[src/hdl/flash_ctl_pkg.sv]
// Constants shared by the flash/torch mode controller and its serial port.
// Assumes a 20 MHz system clock; timing counts derive from it.
package flash_ctl_pkg;
   // Register indices (only the low three address bits are decoded)
   localparam logic [2:0] REG_MASTER = 3'h0;
   localparam logic [2:0] REG_FLASH  = 3'h1;
   localparam logic [2:0] REG_TORCH  = 3'h2;
   // Master control/status fields
   localparam int MASTER_ON_BIT  = 3;
   localparam int MASTER_SHT_BIT = 2;
   localparam int MASTER_OP_BIT  = 1;
   localparam int MASTER_TSD_BIT = 0;
   // Flash and torch control fields
   localparam int DUR_MSB      = 7;
   localparam int DUR_LSB      = 5;
   localparam int ENABLE_BIT   = 4;
   localparam int INHIBIT_BIT  = 5;
   localparam int LEVEL_MSB    = 3;
   localparam int LEVEL_LSB    = 0;
   // Reset values
   localparam logic       MASTER_ON_RESET = 1'b0;
   localparam logic [7:0] FLASH_RESET     = 8'hE0;
   localparam logic [7:0] TORCH_RESET     = 8'h00;
   localparam logic [7:0] READ_ZERO       = 8'h00;
   // Timing
   localparam int CLK_HZ            = 20000000;
   localparam int EN_LOW_TIME_MS    = 1000;
   localparam int EN_LOW_CYCLES     = EN_LOW_TIME_MS * (CLK_HZ / 1000);
   localparam int FLASH_STEP_US     = 156250;
   localparam int FLASH_STEP_CYCLES = FLASH_STEP_US * (CLK_HZ / 1000000);
   // Serial port
   localparam logic [6:0] DEV_ADDR  = 7'h5A;
   localparam logic [3:0] BITS_BYTE = 4'h8;
   // Operating modes
   typedef enum logic [3:0] {
      MODE_OFF     = 4'h1,
      MODE_STANDBY = 4'h2,
      MODE_TORCH   = 4'h4,
      MODE_FLASH   = 4'h8
   } mode_t;
   // Serial port states
   typedef enum logic [6:0] {
      SP_IDLE = 7'h01,
      SP_DEV  = 7'h02,
      SP_REG  = 7'h04,
      SP_WR   = 7'h08,
      SP_ACK  = 7'h10,
      SP_RD   = 7'h20,
      SP_RACK = 7'h40
   } sport_t;
endpackage

[src/hdl/serial_reg_port.sv]
// Two-wire serial register port: write and read of an 8-register space.
// Assumes SCL/SDA already synchronous to clk and slow against it.
`timescale 1ns/10ps
module serial_reg_port
(
   // Clock, reset, enable
   input  wire logic       clk,
   input  wire logic       rst_n,
   input  wire logic       ce,
   // Line
   input  wire logic       scl_in,
   input  wire logic       sda_in,
   output logic            sda_oe_n,
   // Register access
   output logic            wr_stb,
   output logic [2:0]      reg_ptr,
   output logic [7:0]      wr_data,
   input  wire logic [7:0] rd_data
);
   flash_ctl_pkg::sport_t state_reg;
   logic [7:0] shift_reg;
   logic [3:0] cnt_reg;
   logic       scl_reg;
   logic       sda_reg;
   logic       rnw_reg;
   logic       after_dev_reg;
   logic       scl_rise;
   logic       scl_fall;
   logic       start_det;
   logic       stop_det;

   // Line edge and framing detection
   assign scl_rise  = scl_in & ~scl_reg;
   assign scl_fall  = ~scl_in & scl_reg;
   assign start_det = scl_in & scl_reg & sda_reg & ~sda_in;
   assign stop_det  = scl_in & scl_reg & ~sda_reg & sda_in;

   // Previous line levels
   always_ff @(posedge clk or negedge rst_n)
   begin
      if (!rst_n)
      begin
         scl_reg <= 1'b1;
         sda_reg <= 1'b1;
      end
      else if (ce)
      begin
         scl_reg <= scl_in;
         sda_reg <= sda_in;
      end
   end

   // Byte engine; acknowledge is driven after the eighth bit falls
   always_ff @(posedge clk or negedge rst_n)
   begin
      if (!rst_n)
      begin
         state_reg     <= flash_ctl_pkg::SP_IDLE;
         shift_reg     <= 8'h00;
         cnt_reg       <= 4'h0;
         rnw_reg       <= 1'b0;
         after_dev_reg <= 1'b0;
         sda_oe_n      <= 1'b1;
         wr_stb        <= 1'b0;
         reg_ptr       <= 3'h0;
         wr_data       <= 8'h00;
      end
      else if (ce)
      begin
         wr_stb <= 1'b0;
         if (start_det)
         begin
            state_reg <= flash_ctl_pkg::SP_DEV;
            cnt_reg   <= 4'h0;
            sda_oe_n  <= 1'b1;
         end
         else if (stop_det)
         begin
            state_reg <= flash_ctl_pkg::SP_IDLE;
            sda_oe_n  <= 1'b1;
         end
         else
         begin
            case (state_reg)
               flash_ctl_pkg::SP_DEV, flash_ctl_pkg::SP_REG, flash_ctl_pkg::SP_WR:
               begin
                  if (scl_rise)
                  begin
                     shift_reg <= {shift_reg[6:0], sda_in};
                     cnt_reg   <= cnt_reg + 4'h1;
                  end
                  else if (scl_fall && cnt_reg == flash_ctl_pkg::BITS_BYTE)
                  begin
                     after_dev_reg <= (state_reg == flash_ctl_pkg::SP_DEV);
                     if (state_reg == flash_ctl_pkg::SP_DEV)
                     begin
                        if (shift_reg[7:1] == flash_ctl_pkg::DEV_ADDR)
                        begin
                           rnw_reg   <= shift_reg[0];
                           sda_oe_n  <= 1'b0;
                           state_reg <= flash_ctl_pkg::SP_ACK;
                        end
                        else
                           state_reg <= flash_ctl_pkg::SP_IDLE;
                     end
                     else
                     begin
                        if (state_reg == flash_ctl_pkg::SP_REG)
                           reg_ptr <= shift_reg[2:0];
                        else
                        begin
                           wr_data <= shift_reg;
                           wr_stb  <= 1'b1;
                        end
                        sda_oe_n  <= 1'b0;
                        state_reg <= flash_ctl_pkg::SP_ACK;
                     end
                  end
               end
               flash_ctl_pkg::SP_ACK:
               begin
                  if (scl_fall)
                  begin
                     cnt_reg <= 4'h0;
                     if (rnw_reg && after_dev_reg)
                     begin
                        shift_reg <= rd_data;
                        sda_oe_n  <= rd_data[7];
                        state_reg <= flash_ctl_pkg::SP_RD;
                     end
                     else
                     begin
                        sda_oe_n  <= 1'b1;
                        state_reg <= after_dev_reg ? flash_ctl_pkg::SP_REG : flash_ctl_pkg::SP_WR;
                     end
                  end
               end
               flash_ctl_pkg::SP_RD:
               begin
                  if (scl_rise)
                     cnt_reg <= cnt_reg + 4'h1;
                  else if (scl_fall)
                  begin
                     if (cnt_reg == flash_ctl_pkg::BITS_BYTE)
                     begin
                        sda_oe_n  <= 1'b1;
                        state_reg <= flash_ctl_pkg::SP_RACK;
                     end
                     else
                     begin
                        shift_reg <= {shift_reg[6:0], 1'b0};
                        sda_oe_n  <= shift_reg[6];
                     end
                  end
               end
               flash_ctl_pkg::SP_RACK:
               begin
                  // Master acknowledge asks for the next register
                  if (scl_rise)
                  begin
                     if (sda_in)
                        state_reg <= flash_ctl_pkg::SP_IDLE;
                     else
                     begin
                        reg_ptr       <= reg_ptr + 3'h1;
                        after_dev_reg <= 1'b1;
                        state_reg     <= flash_ctl_pkg::SP_ACK;
                     end
                  end
               end
               default:
                  state_reg <= state_reg;
            endcase
         end
      end
   end
endmodule // serial_reg_port

[src/hdl/flash_torch_mode_control.sv]
// Mode control of a boost flash LED driver: enables, flash timer, levels.
// Assumes all pins synchronous to CLK; the analog stage uses the level code
// and reference select to scale the resistor-set maximum current.
//
// Contract
// - Chip-enable high keeps the device in enabled standby.
// - Chip-enable low over one second shuts down; shorter lows do not.
// - Software can enable the whole chip over the serial port; clearing the on bit disables it only while chip enable is long low.
// - Torch-enable pin high starts and holds torch current.
// - Flash-enable rising edge starts flash and restarts the safety timer.
// - Inhibit high in flash drops to torch level; low restores flash level.
// - Flash runs on pin or register enable; stops when both are low.
// - Flash current is flash maximum times the flash level code.
// - Flash held past the safety timeout is switched off.
// - Inhibit also works on register-started flash.
// - Torch runs on pin or register enable; stops when both are low.
// - Torch current is torch maximum times the torch level code.
// - Overvoltage turns the device off.
// - Software on bit is ORed with the chip-enable pin but has no long-low filter; it acts at once.
// - Flash duration field selects 156.25 ms steps, 156.25 to 1250 ms.
// - Level fields give 16 steps; code 0 is 100 percent, code 1 is 90.
// - Torch register enable behaves exactly like the torch-enable pin.
`timescale 1ns/10ps
module flash_torch_mode_control
#(
   parameter int EN_LOW_CYCLES     = flash_ctl_pkg::EN_LOW_CYCLES,
   parameter int FLASH_STEP_CYCLES = flash_ctl_pkg::FLASH_STEP_CYCLES
)
(
   // Clock, reset, enable
   input  wire logic CLK,
   input  wire logic RESETN,
   input  wire logic CE,
   // Control pins
   input  wire logic CHIP_ENABLE_PIN,
   input  wire logic TORCH_ENABLE_PIN,
   input  wire logic FLASH_ENABLE_PIN,
   input  wire logic FLASH_INHIBIT_PIN,
   // Analog monitors
   input  wire logic OVERVOLTAGE_DETECT,
   input  wire logic LED_SHORT_DETECT,
   input  wire logic LED_OPEN_DETECT,
   input  wire logic THERMAL_DETECT,
   // Serial register port
   input  wire logic SCL,
   input  wire logic SDA_I,
   output logic      SDA_O,
   output logic      SDA_OE_N,
   // Current stage control
   output logic       CHIP_ACTIVE,
   output logic       FLASH_ON,
   output logic       TORCH_ON,
   output logic       REF_FLASH_MAX,
   output logic [3:0] LED_LEVEL_CODE,
   output logic       FLASH_TIMED_OUT
);
   logic       rst_sync1_reg;
   logic       rst_n;
   logic       wr_stb;
   logic [2:0] reg_ptr;
   logic [7:0] wr_data;
   logic [7:0] rd_data;
   logic       master_on_reg;
   logic [7:0] flash_control_reg;
   logic [7:0] torch_control_reg;
   logic [31:0] en_low_cnt_reg;
   logic        en_long_low;
   logic        ovp_latch_reg;
   logic        chip_on;
   logic        fen_pin_reg;
   logic        fen_bit_reg;
   logic        flash_req;
   logic        flash_start;
   logic [31:0] flash_cnt_reg;
   logic [31:0] flash_limit;
   logic        expired_reg;
   logic        torch_req;
   logic        inhibit;
   flash_ctl_pkg::mode_t mode_next;

   // Flash window length for a duration code, in clock cycles
   function automatic logic [31:0] flash_window(input logic [2:0] code);
      flash_window = (32'(code) + 32'h1) * 32'(FLASH_STEP_CYCLES);
   endfunction

   // Reset release through two stages
   always_ff @(posedge CLK or negedge RESETN)
   begin
      if (!RESETN)
      begin
         rst_sync1_reg <= 1'b0;
         rst_n         <= 1'b0;
      end
      else
      begin
         rst_sync1_reg <= 1'b1;
         rst_n         <= rst_sync1_reg;
      end
   end

   serial_reg_port u_port
   (
      .clk      (CLK),
      .rst_n    (rst_n),
      .ce       (CE),
      .scl_in   (SCL),
      .sda_in   (SDA_I),
      .sda_oe_n (SDA_OE_N),
      .wr_stb   (wr_stb),
      .reg_ptr  (reg_ptr),
      .wr_data  (wr_data),
      .rd_data  (rd_data)
   );

   // Read mux; unused addresses read zero
   always_comb
   begin
      rd_data = flash_ctl_pkg::READ_ZERO;
      case (reg_ptr)
         flash_ctl_pkg::REG_MASTER:
         begin
            rd_data[flash_ctl_pkg::MASTER_ON_BIT]  = master_on_reg;
            rd_data[flash_ctl_pkg::MASTER_SHT_BIT] = LED_SHORT_DETECT;
            rd_data[flash_ctl_pkg::MASTER_OP_BIT]  = LED_OPEN_DETECT;
            rd_data[flash_ctl_pkg::MASTER_TSD_BIT] = THERMAL_DETECT;
         end
         flash_ctl_pkg::REG_FLASH: rd_data = flash_control_reg;
         flash_ctl_pkg::REG_TORCH: rd_data = torch_control_reg;
         default:                  rd_data = flash_ctl_pkg::READ_ZERO;
      endcase
   end

   // Register writes on each acknowledged data byte
   always_ff @(posedge CLK or negedge rst_n)
   begin
      if (!rst_n)
      begin
         master_on_reg     <= flash_ctl_pkg::MASTER_ON_RESET;
         flash_control_reg <= flash_ctl_pkg::FLASH_RESET;
         torch_control_reg <= flash_ctl_pkg::TORCH_RESET;
      end
      else if (CE && wr_stb)
      begin
         case (reg_ptr)
            flash_ctl_pkg::REG_MASTER: master_on_reg <= wr_data[flash_ctl_pkg::MASTER_ON_BIT];
            flash_ctl_pkg::REG_FLASH:  flash_control_reg <= wr_data;
            flash_ctl_pkg::REG_TORCH:  torch_control_reg <= wr_data;
            default:                   master_on_reg <= master_on_reg;
         endcase
      end
   end

   // Long-low filter on chip enable; saturates so it never wraps
   always_ff @(posedge CLK or negedge rst_n)
   begin
      if (!rst_n)
         en_low_cnt_reg <= 32'h0;
      else if (CE)
      begin
         if (CHIP_ENABLE_PIN)
            en_low_cnt_reg <= 32'h0;
         else if (!en_long_low)
            en_low_cnt_reg <= en_low_cnt_reg + 32'h1;
      end
   end

   assign en_long_low = (en_low_cnt_reg >= 32'(EN_LOW_CYCLES));
   // Software on bit is an alternative to the pin
   assign chip_on = (!en_long_low || master_on_reg) && !ovp_latch_reg;

   // Overvoltage latch, held until chip enable is long low and the software on bit is clear
   always_ff @(posedge CLK or negedge rst_n)
   begin
      if (!rst_n)
         ovp_latch_reg <= 1'b0;
      else if (CE)
      begin
         if (OVERVOLTAGE_DETECT)
            ovp_latch_reg <= 1'b1;
         else if (en_long_low && !master_on_reg)
            ovp_latch_reg <= 1'b0;
      end
   end

   // Flash request and start events from pin edge or register bit edge
   assign flash_req   = FLASH_ENABLE_PIN || flash_control_reg[flash_ctl_pkg::ENABLE_BIT];
   assign flash_start = (FLASH_ENABLE_PIN && !fen_pin_reg) ||
                        (flash_control_reg[flash_ctl_pkg::ENABLE_BIT] && !fen_bit_reg);
   assign flash_limit = flash_window(flash_control_reg[flash_ctl_pkg::DUR_MSB:flash_ctl_pkg::DUR_LSB]);
   assign torch_req   = TORCH_ENABLE_PIN || torch_control_reg[flash_ctl_pkg::ENABLE_BIT];
   assign inhibit     = FLASH_INHIBIT_PIN || torch_control_reg[flash_ctl_pkg::INHIBIT_BIT];

   // Safety timer, one cycle ahead of the registered output
   always_ff @(posedge CLK or negedge rst_n)
   begin
      if (!rst_n)
      begin
         fen_pin_reg   <= 1'b0;
         fen_bit_reg   <= 1'b0;
         flash_cnt_reg <= 32'h0;
         expired_reg   <= 1'b0;
      end
      else if (CE)
      begin
         fen_pin_reg <= FLASH_ENABLE_PIN;
         fen_bit_reg <= flash_control_reg[flash_ctl_pkg::ENABLE_BIT];
         if (flash_start)
         begin
            flash_cnt_reg <= 32'h0;
            expired_reg   <= 1'b0;
         end
         else if (!flash_req || !chip_on)
         begin
            flash_cnt_reg <= 32'h0;
            expired_reg   <= 1'b0;
         end
         else if (!expired_reg)
         begin
            if (flash_cnt_reg + 32'h2 >= flash_limit)
               expired_reg <= 1'b1;
            flash_cnt_reg <= flash_cnt_reg + 32'h1;
         end
      end
   end

   // Mode selection; flash outranks torch
   always_comb
   begin
      if (!chip_on)
         mode_next = flash_ctl_pkg::MODE_OFF;
      else if (flash_req && !expired_reg)
         mode_next = flash_ctl_pkg::MODE_FLASH;
      else if (torch_req)
         mode_next = flash_ctl_pkg::MODE_TORCH;
      else
         mode_next = flash_ctl_pkg::MODE_STANDBY;
   end

   // Registered drive to the current stage
   always_ff @(posedge CLK or negedge rst_n)
   begin
      if (!rst_n)
      begin
         SDA_O           <= 1'b0;
         CHIP_ACTIVE     <= 1'b0;
         FLASH_ON        <= 1'b0;
         TORCH_ON        <= 1'b0;
         REF_FLASH_MAX   <= 1'b0;
         LED_LEVEL_CODE  <= 4'h0;
         FLASH_TIMED_OUT <= 1'b0;
      end
      else if (CE)
      begin
         SDA_O           <= 1'b0;
         CHIP_ACTIVE     <= (mode_next != flash_ctl_pkg::MODE_OFF);
         FLASH_TIMED_OUT <= expired_reg && flash_req;
         case (mode_next)
            flash_ctl_pkg::MODE_FLASH:
            begin
               FLASH_ON <= 1'b1;
               TORCH_ON <= 1'b0;
               if (inhibit)
               begin
                  REF_FLASH_MAX  <= 1'b0;
                  LED_LEVEL_CODE <= torch_control_reg[flash_ctl_pkg::LEVEL_MSB:flash_ctl_pkg::LEVEL_LSB];
               end
               else
               begin
                  REF_FLASH_MAX  <= 1'b1;
                  LED_LEVEL_CODE <= flash_control_reg[flash_ctl_pkg::LEVEL_MSB:flash_ctl_pkg::LEVEL_LSB];
               end
            end
            flash_ctl_pkg::MODE_TORCH:
            begin
               FLASH_ON       <= 1'b0;
               TORCH_ON       <= 1'b1;
               REF_FLASH_MAX  <= 1'b0;
               LED_LEVEL_CODE <= torch_control_reg[flash_ctl_pkg::LEVEL_MSB:flash_ctl_pkg::LEVEL_LSB];
            end
            default:
            begin
               FLASH_ON       <= 1'b0;
               TORCH_ON       <= 1'b0;
               REF_FLASH_MAX  <= 1'b0;
               LED_LEVEL_CODE <= 4'h0;
            end
         endcase
      end
   end
endmodule // flash_torch_mode_control

[config.mk]
export PLATFORM = sky130hd
export DESIGN_NAME = flash_torch_mode_control
export DESIGN_NICKNAME = d
export VERILOG_FILES = /design/src/hdl/flash_ctl_pkg.sv /design/src/hdl/serial_reg_port.sv /design/src/hdl/flash_torch_mode_control.sv
export SDC_FILE = /design/constraint.sdc
export NUM_CORES = 1
export LEC_CHECK = 0
export CORE_UTILIZATION = 40
export CTS_CLUSTER_DIAMETER = 80
export DETAILED_ROUTE_END_ITERATION = 7
export DONT_BUFFER_PORTS = 1
export HOLD_SLACK_MARGIN = 0.02
export PLACE_DENSITY = 0.59
export SYNTH_ARGS = -nofsm -noshare
export SYNTH_HDL_FRONTEND = slang
export SYNTH_HIERARCHICAL = 1
export SYNTH_SLANG_ARGS = --single-unit
export TNS_END_PERCENT = 50
[constraint.sdc]
create_clock -name CLK -period 10 [get_ports CLK]
set_clock_uncertainty 0.15 [all_clocks]
set_input_delay 1.5 -clock CLK [delete_from_list [all_inputs] [get_ports CLK]]
set_output_delay 1.5 -clock CLK [all_outputs]
set_load 0.05 [all_outputs]
# Word level (Yosys, flattened, before mapping)
# Index checks and enable logic that the tools add are counted.
# totals
register_bits	132
inputBits	13
# op_classes
add_sub_neg	6
n_mul	1
n_lt_le_gt_ge	2
eq_ne	38
mux	80
n_bitwise	16
n_reduce_logical	46
# ops
operator	count
32-bit 2-to-1 mux	5
7-bit 2-to-1 mux	10
32-bit by 1-bit adder with 32-bit output, second input constant	2
8-bit 2-to-1 mux	6
32-bit by 2-bit adder with 32-bit output, second input constant	1
32-bit by 25-bit greater-or-equal comparator with 1-bit output, second input constant	1
32-bit by 26-bit greater-or-equal comparator with 1-bit output	1
1-bit 2-to-1 mux	32
4-bit 2-to-1 mux	8
8-bit AND reduction	4
7-bit case mux with 4 select lines	1
4-bit by 1-bit != test with 1-bit output, second input constant	6
4-bit case mux with 2 select lines	3
8-bit case mux with 3 select lines	1
4-bit by 19-bit multiplier with 23-bit output, second input constant	1
3-bit 2-to-1 mux	7
10-bit AND reduction	2
2-bit by 1-bit != test with 1-bit output, second input constant	8
5-bit 2-to-1 mux	3
7-bit equality test, second input constant	2
2-bit != test, second input constant	6
4-bit case mux with 3 select lines	1
2-bit AND reduction	6
1-bit logical AND	9
32 further kinds	63

# Depth between registers and ports, before layout
# Gate-level depths: netlist of the first run.
# logic_depth
word_depth	8
depth_mapped	22
depth_no_buf	21

# Modules after synthesis
# Netlist of the first run, hierarchy kept.
# modules_own_cells
mod	n_inst	cells_each	area_each_um2
flash_torch_mode_control	1	754	6817.8
serial_reg_port	1	228	2218.4

# Least setup slack after synthesis of the first run
# No wires, ideal clock.
# synth_path
kind	register to register
startpoint	register flash_control_reg[5]
endpoint	register expired_reg
arrival_time_ps	5545
t_required_ps	9706
slack_ps	4160
stages_incl_launch_ff	20
path_buffers	1
synth_period_minus_slack_ps	5840
path_cell_list	dfstp_2 > clkbuf_1 > inv_1 > ha_1 > inv_1 > fa_1 > inv_1 > fa_1 > inv_1 > fa_1 > a311oi_1 > o21ai_0 > a211o_1 > a21oi_1 > o21ai_0 > xnor2_1 > ha_1 > a2111o_1 > a2111oi_0 > a41oi_1
# synth_between
elab_chain_len	7
# synth_lines
element	line	text
from (decl)	flash_torch_mode_control.sv:64	logic [7:0] flash_control_reg;
from (signal assigned)	flash_torch_mode_control.sv:139	flash_control_reg <= flash_ctl_pkg::FLASH_RESET;
from (signal assigned)	flash_torch_mode_control.sv:146	flash_ctl_pkg::REG_FLASH: flash_control_reg <= wr_data;
3-bit by 1-bit adder with 4-bit output	flash_torch_mode_control.sv:83	flash_window = (32'(code) + 32'h1) * 32'(FLASH_STEP_CYCLES);
4-bit by 19-bit multiplier with 23-bit output	flash_torch_mode_control.sv:83	
32-bit by 26-bit greater-or-equal comparator with 1-bit output	flash_torch_mode_control.sv:219	if (flash_cnt_reg + 32'h2 >= flash_limit)
1-bit 2-to-1 mux	flash_torch_mode_control.sv:219	
1-bit 2-to-1 mux	flash_torch_mode_control.sv:217	else if (!expired_reg)
1-bit 2-to-1 mux	flash_torch_mode_control.sv:212	else if (!flash_req || !chip_on)
1-bit 2-to-1 mux	flash_torch_mode_control.sv:207	if (flash_start)
to (signal assigned)	flash_torch_mode_control.sv:210	expired_reg <= 1'b0;
to (signal assigned)	flash_torch_mode_control.sv:215	expired_reg <= 1'b0;
to (signal assigned)	flash_torch_mode_control.sv:220	expired_reg <= 1'b1;
to (decl)	flash_torch_mode_control.sv:76	logic expired_reg;
# No other way between the ends.
# A chain may end at the register's enable or synchronous reset.

# Worst setup path after layout of the first run
# Ends and elaborated chain as after synthesis.

==> key figures, run 1 <==
Drt
  – DRT Wirelength: 21.8 mm
  – Final antenna-violating net count: 0
  – DRC violation count after routing: 0
  – Via count: 7286
  – Via/cell ratio: ~5.8
  – Initial drt markers: 360
  – DR pass1 iterations: 5
  – DR WL/cell: 17.5 um

Placement
  – PortBufs: 0
  – GPL Wtd Cong: 0.869
  – Pre-CTS setup slack: 3760 ps
  – Dpl hpwl: 15.4 mm
  – DP Cell Count: 1214

Logic synthesis
  – Most common cell in the netlist: dfrtp_1
  – Post-synthesis sequential area ratio: 36.7%
  – Post-synthesis register bit count: ~130
  – Most frequent cells after synthesis: dfrtp_1, nor2_1, nand2_1
  – Syn_area_per_cell: 9.20 sq um
  – Post-synth EDFFs: 0
  – Top_reg_cell synth: dfrtp_1
  – Synth cell types: between 80 and 90
  – Mapped Cells: 982
  – Yosys synthesis warning count: 6
  – Syn Std Cell Area: 9040 sq um
  – Post-synth ARST share: 100%
  – Cell taking the most area after synthesis: dfrtp_1
  – Synth top area share: 34.6%
  – Post-Syn Nets: 1055
  – Area contributors post-synth: dfrtp_1, ha_1, mux2_2, o21ai_0, nor2_1

Clock tree
  – CTS sink count: 132
  – CTS root buf: clkbuf_16
  – CTS tree: done
  – Resized Gates After CTS: 0
  – Worst-path clk slew: 60 ps
  – CTS max path bufs: 2
  – Clock Latency Late Sink: 430 ps
  – Postcts setup bufs: 0
  – Total CTS buffers: 17
  – H-tree levels: 4
  – Hold-fix buffers at CTS: 0

Timing
  – F_max: ~160 MHz
  – RSZ-0062 raised after global routing: false
  – Final Hold Viols: 0
  – Max-slew violation count: 0
  – Max transition margin: 32.7%
  – Final period utilization: 62.3%
  – Slew @ Worst Pin: between 1000 and 1500 ps
  – Final setup fails: 0
  – Setup ws final: around 3800 ps
  – Crit path time final: 6230 ps
  – Setup TNS: 0 ps

Worst setup path
  – Setup crit start kind: flip-flop
  – FF-to-FF setup slack: 3770 ps
  – Cell repeated most along the worst path: inv_1
  – CP max stage delay: 730 ps
  – Critical path required time: 10180 ps
  – CP Data Arrival Time: between 6000 and 7000 ps
  – Slowest CP cell: dfstp_2
  – Worst-path cell chain: inv_1 -> ha_1 -> inv_1 -> fa_1 -> inv_1 -> fa_1 -> inv_1 -> fa_1 -> a311oi_1 -> o21ai_0 -> a211o_1 -> a21oi_1 -> o21ai_0 -> xnor2_1 -> ha_1 -> nand4_1 -> nor4_1 -> a2111oi_0 -> a41oi_1
  – Critical path peak fanout: 12
  – CP Class: flip-flop to flip-flop
  – Setup crit end kind: flip-flop

Pwr
  – Overall power: 1.65 mW
  – Peak supply drop: 104 uV
  – Leak: 4.32 nW
  – Power per cell area: ~170 nW/um^2

Final layout
  – Layout cells sized above 1: 11.3%
  – Antenna diodes: 0
  – Final non-filler cell total: 1246
  – # nets final: ~1000
  – Final design utilization: 44.7%
  – Synth-to-layout area growth: 8.60%

Floorplan
  – Number of placed I/O pins: 24
  – Initial Util: roughly two fifths
  – Row count: 54
  – Core area: 22000 sq um
  – DIE WIDTH: 152 um
  – Height of the chip: around 150 um
  – Die area: 23200 sq um

Global routing
  – Initial antenna violation count: 0
  – First-pass GRT wire length: 37.6 mm
  – Gr ovfl total: 0
  – Global Route Usage Sum: about a fifth
  – Largest net degree at the start of global routing: 77
  – Number of global-route vias before repair: between 7000 and 8000

Min path
  – Hold Path Class: flip-flop to flip-flop

Flow run
  – Max-Cap Viols: 0

Status
  – Status: finished, final reports clean
worst max-delay path, delay by kind of cell (launching register included):
kind / cells / cell delay (ps)
compound gates: 7 / 1800
flops: 1 / 730
fa+ha+maj: 5 / 2310
simple gates: 2 / 490
xor+xnor: 1 / 150
buf+inv: 4 / 510
metrics by stage:
step / hold WS [ps] / instance area, sq um
global route: 221 / 9810
global placement: 192 / 9160
detailed placement: 186 / 9160
floorplan: 181 / 9040
CTS: 211 / 9810
finish: 209 / 9810
cell usage in the layout, fill, tap and decap left out, types with 11 or more instances in the layout:
cell,netlist,routed
nor2b_1,13,13
nor2_1,81,81
nor3_1,36,36
ha_1,52,52
a21o_1,22,22
mux2_2,36,36
nor4_1,19,19
nand3_1,25,25
a21oi_1,34,34
a22o_1,11,11
o31ai_1,13,13
inv_1,41,41
xor2_1,21,21
clkbuf_16,0,17
nand4_1,25,25
nand2_1,70,70
nand2b_1,11,11
and3_1,11,11
dfrtp_1,125,124
o21ai_0,66,66
xnor2_1,33,33
final cells by class:
| cell class | instances | area (sq um) |
|---|---|---|
| Clock inverter | 14 | 214 |
| Multi-Input combinational cell | 755 | 5300 |
| Tap cell | 280 | 350 |
| Timing Repair Buffer | 5 | 37.5 |
| Clock buffer | 18 | 439 |
| Fill cell | 2134 | 12100 |
| Sequential cell | 132 | 3320 |
| Inverter | 42 | 158 |
final timing paths:
check,endpoint,startpoint,cells after the start
max,expired_reg,flash_control_reg[5],19
min,rst_n,rst_sync1_reg,0
max reg2reg,expired_reg,flash_control_reg[5],19
min reg2reg,rst_n,rst_sync1_reg,0
max in group asynchronous,flash_cnt_reg[13],rst_n,1
min in group asynchronous,torch_control_reg[2],rst_n,0
kinds of logic after synthesis:
logic type	count (synthesis)	share of synthesized area [%]
AND/OR/NAND/NOR	355	20.5
AO/OA/AOI/OAI	239	18.3
flip-flops	132	36.7
buffers and inverters	95	4.75
adder cells (fa/ha/maj)	60	8.97
XOR/XNOR	54	5.23
multiplexers	45	5.50
other	2	0.0831
power breakdown:
part | internal (mW) | switching, mW
clock | 0.433 | 0.266
sequential | 0.569 | 0.0665
combinational | 0.126 | 0.186
total | 1.13 | 0.518
routing by layer:
| layer | up-vias | track usage (%) | wire [um] | share of wire, % |
|---|---|---|---|---|
| met5 | - | 0 | 0 | 0 |
| li1 | 3534 | - | - | - |
| met3 | 24 | 4.04 | 1070 | 4.9 |
| met1 | 3580 | 26.8 | 10300 | 47 |
| met4 | 0 | 6.22 | 299 | 1.4 |
| met2 | 148 | 32.3 | 10100 | 46 |
(Power assumes the default switching activity.)
==> inputs of run 2 (changes only) <==
Clock period 10 ns to 6.2 ns, I/O delays scaled along.
==> run 2 against run 1 <==
- via count down 0.49%
- die area stayed put
- routed wire length shrank 0.22%
- utilization hardly changed
- global-route usage shrank 0.23 points
- cell count about the same
- clock power up 56%
- combinational power increased by 63%
- flip-flop and latch count is the same
- sequential power increased by 60%
- count of clock-buffer cells in the layout did not move
- sequential share of layout area barely moved
==> key figures, run 2 (same netlist as run 1, synthesis figures left out) <==
Pwr
  – Combinational cell fraction of total power: 19.4% (+0.5 points)
  – Internal: 1.78 mW (+58%)
  – Switching Share: 32.1% (+0.65 points)
  – Power per cell area: 267 nW/um^2 (+59%)
  – Flop pwr share: 39.0% (+0.4 points)
  – Peak supply drop: 170 uV (+63%)
  – NetSw: 0.842 mW (+63%)
  – Clk pwr share: 41.6% (-0.8 points)
  – Leak: 4.31 nW (-0.17%)
  – Overall power: 2.62 mW (+59%)

Floorplan
  – Initial Util: 41.2% (unchanged)
  – Die area: 23200 sq um (unchanged)
  – Height of the chip: 152 um (unchanged)
  – Number of placed I/O pins: 24 (unchanged)
  – Row count: 54 (unchanged)
  – DIE WIDTH: 152 um (unchanged)
  – Core area: 22000 sq um (unchanged)

Final layout
  – Commonest non-fill, non-tap cells in the layout: dfrtp_1, nor2_1, nand2_1
  – Most common cell after layout, fill and taps aside: dfrtp_1
  – Synth-to-layout area growth: 8.57% (about the same)
  – Fillcell total: 2078 (-2.6%)
  – Antenna diodes: 0 (unchanged)
  – # nets final: 1027 (+0.097%)
  – Multi-input gate area: 5310 sq um (+0.21%)
  – Final design utilization: 44.7% (about the same)
  – Layout cells sized above 1: 11.6% (+0.30 points)
  – Reg area: 3320 sq um (+0.11%)

Status
  – Status: finished, final reports clean

Timing
  – Crit path time final: 5870 ps (-362 ps)
  – Max transition margin: 31.5% (-1.2 points)
  – Final setup fails: 0 (unchanged)
  – Setup ws final: 334 ps (-3440 ps)
  – RSZ-0062 raised after global routing: false
  – F_max: 170 MHz (+6.2%)
  – Max-slew violation count: 0 (unchanged)
  – Setup TNS: 0 ps (unchanged)
  – Hold_ws: 55.1 ps (-154 ps)
  – Final period utilization: 94.6% (+32 points)
  – Slew @ Worst Pin: 1030 ps (+17.3 ps)
  – Final Hold Viols: 0 (unchanged)

Global routing
  – Largest net degree at the start of global routing: 80 (+3.9%)
  – Initial antenna violation count: 0 (unchanged)
  – Number of global-route vias before repair: 7141 (-3.2%)
  – Gr ovfl total: 0 (unchanged)
  – First-pass GRT wire length: 37.0 mm (-1.6%)
  – Global Route Usage Sum: 19.7% (-0.23 points)

Placement
  – PortBufs: 0 (unchanged)
  – Dpl hpwl: 15.3 mm (-0.65%)
  – Pre-CTS setup slack: 211 ps (-3550 ps)
  – GPL Wtd Cong: 0.856 (-1.5%)

Clock tree
  – Clock Latency Late Sink: 430 ps (about the same)
  – H-tree levels: 4 (unchanged)
  – CTS tree: done
  – CTS max path bufs: 2 (unchanged)
  – Hold-fix buffers at CTS: 0 (unchanged)
  – CTS sink count: 132 (unchanged)
  – Total CTS buffers: 17 (unchanged)
  – CTS root buf: clkbuf_16
  – Worst-path clk slew: 60 ps (about the same)

Drt
  – Initial drt markers: 447 (+24%)
  – Via/cell ratio: 5.81 (-0.57%)
  – DR WL/cell: 17.4 um (-0.30%)
  – Met3 wire length: 944 um (-12%)
  – Final antenna-violating net count: 0 (unchanged)
  – WL met1: 10.6 mm (+2.3%)
  – DRT Wirelength: 21.7 mm (-0.22%)
  – Metal2 WL: 9.91 mm (-1.6%)
  – Highest metal used: met4
  – DRC violation count after routing: 0 (unchanged)
  – Via count: 7250 (-0.49%)
  – DR pass1 iterations: 5 (unchanged)

Worst setup path
  – CP Class: flip-flop to flip-flop
  – Critical path peak fanout: 12 (unchanged)
  – FF-to-FF path depth: 18 (-1)
  – Setup crit end kind: flip-flop
  – R2R Path Start: flash_control_reg[5]
  – Reg2reg end: expired_reg
  – Critical path required time: 6330 ps (-3850 ps)
  – FF-to-FF setup slack: 330 ps (-3440 ps)
  – CP Data Arrival Time: 5990 ps (-420 ps)
  – Setup crit start kind: flip-flop

Min path
  – Hold Path Class: input port to async pin

Flow run
  – Max-Cap Viols: 0 (unchanged)
run 2: cell types whose count changed in the layout (fill, tap and decap cells not counted), sizes merged:
cell,before,now
buf,5,6
bufinv,4,3
clkinv,3,2
clkinvlp,1,2
inv,48,49
run 2: layer usage:
layer  vias up  GRT usage, %
li1       3523             -
met1      3582          27.3
met2       123          30.9
met3        22          4.27
met4         0          5.93
met5         -             0
run 2: repair_timing:
item                                    4_1_cts  5_1_grt
buffers inserted                              0        0
gates resized for setup                       0        3
endpoints found under the setup margin        0        1
endpoints found under the hold margin         0        0
run 2: power groups by stage:
stage	logic [mW]	registers (mW)	clock network [mW]
final	0.509	1.02	1.09
after global routing	0.570	1.04	1.16
after CTS	0.503	1.02	1.11
after detailed placement	0.498	1.04	0
after global placement	0.498	1.04	0
after floorplan	0.443	0.991	0
run 2: cell type report:
cell class / count / area share, %
multi-input combinational: 755 / 54.1
clock buffer: 18 / 4.48
tap: 280 / 3.57
timing repair buffer: 6 / 0.459
clock inverter: 14 / 1.93
sequential: 132 / 33.8
inverter: 42 / 1.61
run 2: worst max-delay path, stage by stage (launching register included):
cell and delay, ps:
dfstp_4 720, inv_1 80, ha_1 370, inv_1 110, fa_1 600, inv_1 90
fa_1 500, inv_1 80, fa_1 470, a311oi_1 400, o21ai_1 200, a211o_1 290
a21oi_1 260, o21ai_0 160, xnor2_1 150, ha_1 190, a2111o_1 390, a2111oi_0 370
a41oi_1 160
run 2: metrics by stage:
| stage | area (sq um) | instances |
|---|---|---|
| 3_3_place_gp | 9170 | 1215 |
| 6_report | 9810 | 1247 |
| 4_1_cts | 9800 | 1247 |
| 2_1_floorplan | 9040 | 982 |
| 3_5_place_dp | 9170 | 1215 |
| 5_1_grt | 9810 | 1247 |
run 2: how the worst max path moves through the flow:
stage,start,endpoint,slack (ps),depth (start not counted)
after floorplan,flash_control_reg[5],expired_reg,360,19
after global placement,flash_control_reg[5],expired_reg,330,18
after detailed placement,flash_control_reg[5],expired_reg,210,19
after CTS,flash_control_reg[5],expired_reg,200,19
after global routing,flash_control_reg[5],expired_reg,20,18
final,flash_control_reg[5],expired_reg,330,18
==> inputs of run 3 (changes only) <==
Settings changed: CORE_ASPECT_RATIO from default to 1.1.
==> run 3 against run 2 <==
- worst setup slack better by 7.7 ps
- sequential power hardly changed
- count of clock-buffer cells in the layout is 1 higher
- routed wire length is 2.2% higher
- hold slack worse by 8.2 ps
- non-clock buffer count is 3 higher
==> key figures, run 3 (same netlist as run 1, synthesis figures left out) <==
Timing
  – Max-slew violation count: 0 (unchanged)
  – Hold_ws: 46.9 ps (-8.24 ps)
  – Final setup fails: 0 (unchanged)
  – Slew @ Worst Pin: 989 ps (-37.7 ps)
  – Final period utilization: 94.5% (-0.12 points)
  – Final Hold Viols: 0 (unchanged)
  – RSZ-0062 raised after global routing: false
  – Setup TNS: 0 ps (unchanged)
  – Max transition margin: 33.4% (+1.9 points)
  – F_max: 171 MHz (+0.13%)
  – Crit path time final: 5860 ps (-7.74 ps)

Drt
  – Highest metal used: met4
  – WL met1: 10.4 mm (-1.7%)
  – DR pass1 iterations: 5 (unchanged)
  – Final antenna-violating net count: 0 (unchanged)
  – DRT Wirelength: 22.2 mm (+2.2%)
  – Metal2 WL: 10.5 mm (+5.5%)
  – DRC violation count after routing: 0 (unchanged)
  – DR WL/cell: 17.5 um (+0.75%)
  – Initial drt markers: 384 (-14%)
  – Via/cell ratio: 5.73 (-1.5%)
  – Via count: 7248 (-0.028%)
  – Met3 wire length: 861 um (-8.8%)

Floorplan
  – Initial Util: 40.9% (-0.28 points)
  – Die area: 23200 sq um (about the same)
  – Row count: 57 (+5.6%)
  – Height of the chip: 160 um (+4.8%)
  – Number of placed I/O pins: 24 (unchanged)
  – Core area: 22100 sq um (+0.68%)
  – DIE WIDTH: 145 um (-4.6%)

Global routing
  – Largest net degree at the start of global routing: 63 (-21%)
  – Gr ovfl total: 0 (unchanged)
  – Global Route Usage Sum: 19.9% (+0.15 points)
  – Number of global-route vias before repair: 7078 (-0.88%)
  – Initial antenna violation count: 0 (unchanged)
  – First-pass GRT wire length: 37.1 mm (+0.45%)

Placement
  – GPL Wtd Cong: 0.861 (+0.58%)
  – PortBufs: 0 (unchanged)
  – Dpl hpwl: 15.9 mm (+4.1%)

Min path
  – Hold Path Class: input port to async pin

Clock tree
  – CTS tree: done
  – Worst-path clk slew: 70 ps (about the same)
  – Total CTS buffers: 17 (unchanged)
  – Hold-fix buffers at CTS: 0 (unchanged)
  – CTS max path bufs: 2 (unchanged)
  – CTS root buf: clkbuf_16
  – CTS sink count: 132 (unchanged)
  – H-tree levels: 4 (unchanged)
  – Clock Latency Late Sink: 430 ps (about the same)

Final layout
  – Fillcell total: 2182 (+5.0%)
  – Most common cell after layout, fill and taps aside: dfrtp_1
  – Antenna diodes: 0 (unchanged)
  – Commonest non-fill, non-tap cells in the layout: dfrtp_1, nor2_1, nand2_1
  – Synth-to-layout area growth: 8.56% (about the same)
  – # nets final: 1030 (+0.29%)
  – Layout cells sized above 1: 11.8% (+0.17 points)

Worst setup path
  – Critical path peak fanout: 7 (-5)
  – FF-to-FF path depth: 18 (unchanged)
  – Critical path required time: 6330 ps (about the same)
  – Setup crit start kind: flip-flop
  – R2R Path Start: flash_control_reg[5]
  – FF-to-FF setup slack: 340 ps (about the same)
  – Reg2reg end: expired_reg
  – CP Class: flip-flop to flip-flop
  – CP Data Arrival Time: 5990 ps (about the same)
  – Setup crit end kind: flip-flop

Pwr
  – Power per cell area: 260 nW/um^2 (-2.7%)
  – Peak supply drop: 155 uV (-8.6%)
  – Leak: 4.31 nW (about the same)

Status
  – Status: finished, final reports clean

Flow run
  – Max-Cap Viols: 0 (unchanged)
[run 3: repair_timing]
| item | in CTS | in global routing |
|---|---|---|
| gates resized for setup | 0 | 3 |
| setup buffers | 0 | 0 |
| setup endpoints to repair | 0 | 1 |
[run 3: power breakdown]
group	total, mW	switching, mW	internal, mW
Clock	1.02	0.431	0.587
Combinational	0.513	0.309	0.204
Sequential	1.02	0.102	0.918
Total	2.55	0.842	1.71
[run 3: metrics by stage]
stage | instances | total power [mW] | area, sq um | setup slack (ps) | util (%)
3_3_place_gp | 1233 | 1.54 | 9210 | 475 | 41.6
5_1_grt | 1265 | 2.69 | 9810 | 13.5 | 44.4
3_5_place_dp | 1233 | 1.55 | 9210 | 339 | 41.6
4_1_cts | 1265 | 2.58 | 9800 | 331 | 44.3
6_report | 1265 | 2.55 | 9810 | 342 | 44.4
2_1_floorplan | 982 | 1.43 | 9040 | 360 | -
[run 3: worst max path at each step]
stage / from / cells past startpoint / slack (ps) / endpoint
6_report: flash_control_reg[5] / 18 / 340 / expired_reg
5_1_grt: flash_control_reg[5] / 18 / 10 / expired_reg
4_1_cts: flash_control_reg[5] / 18 / 330 / expired_reg
3_5_place_dp: flash_control_reg[5] / 18 / 340 / expired_reg
3_3_place_gp: flash_control_reg[5] / 18 / 470 / expired_reg
2_1_floorplan: flash_control_reg[5] / 19 / 360 / expired_reg
[run 3: critical path, cell delays in order (launching register included)]
cell       delay, ps
dfstp_2          550
inv_1            140
ha_1             420
inv_1            110
fa_1             600
inv_1             80
fa_1             510
inv_1             80
fa_1             470
a311oi_2         330
o21ai_0          240
a211o_1          310
a21oi_1          240
o21ai_0          160
xnor2_1          150
ha_1             190
a2111o_1         410
a2111oi_1        410
a41oi_1          170
[run 3: final cells by class]
type,count,area [sq um],area share [%]
Timing Repair Buffer,9,67.6,0.689
Clock inverter,13,138,1.40
Sequential cell,132,3320,33.8
Multi-Input combinational cell,755,5310,54.1
Clock buffer,19,453,4.62
Inverter,42,158,1.61
Tap cell,295,369,3.76
[run 3: layer usage]
metal	global-route usage [%]	up-vias
met3	3.37	38
met5	0	-
met1	27.1	3510
li1	-	3539
met2	31.6	161
met4	7.66	0
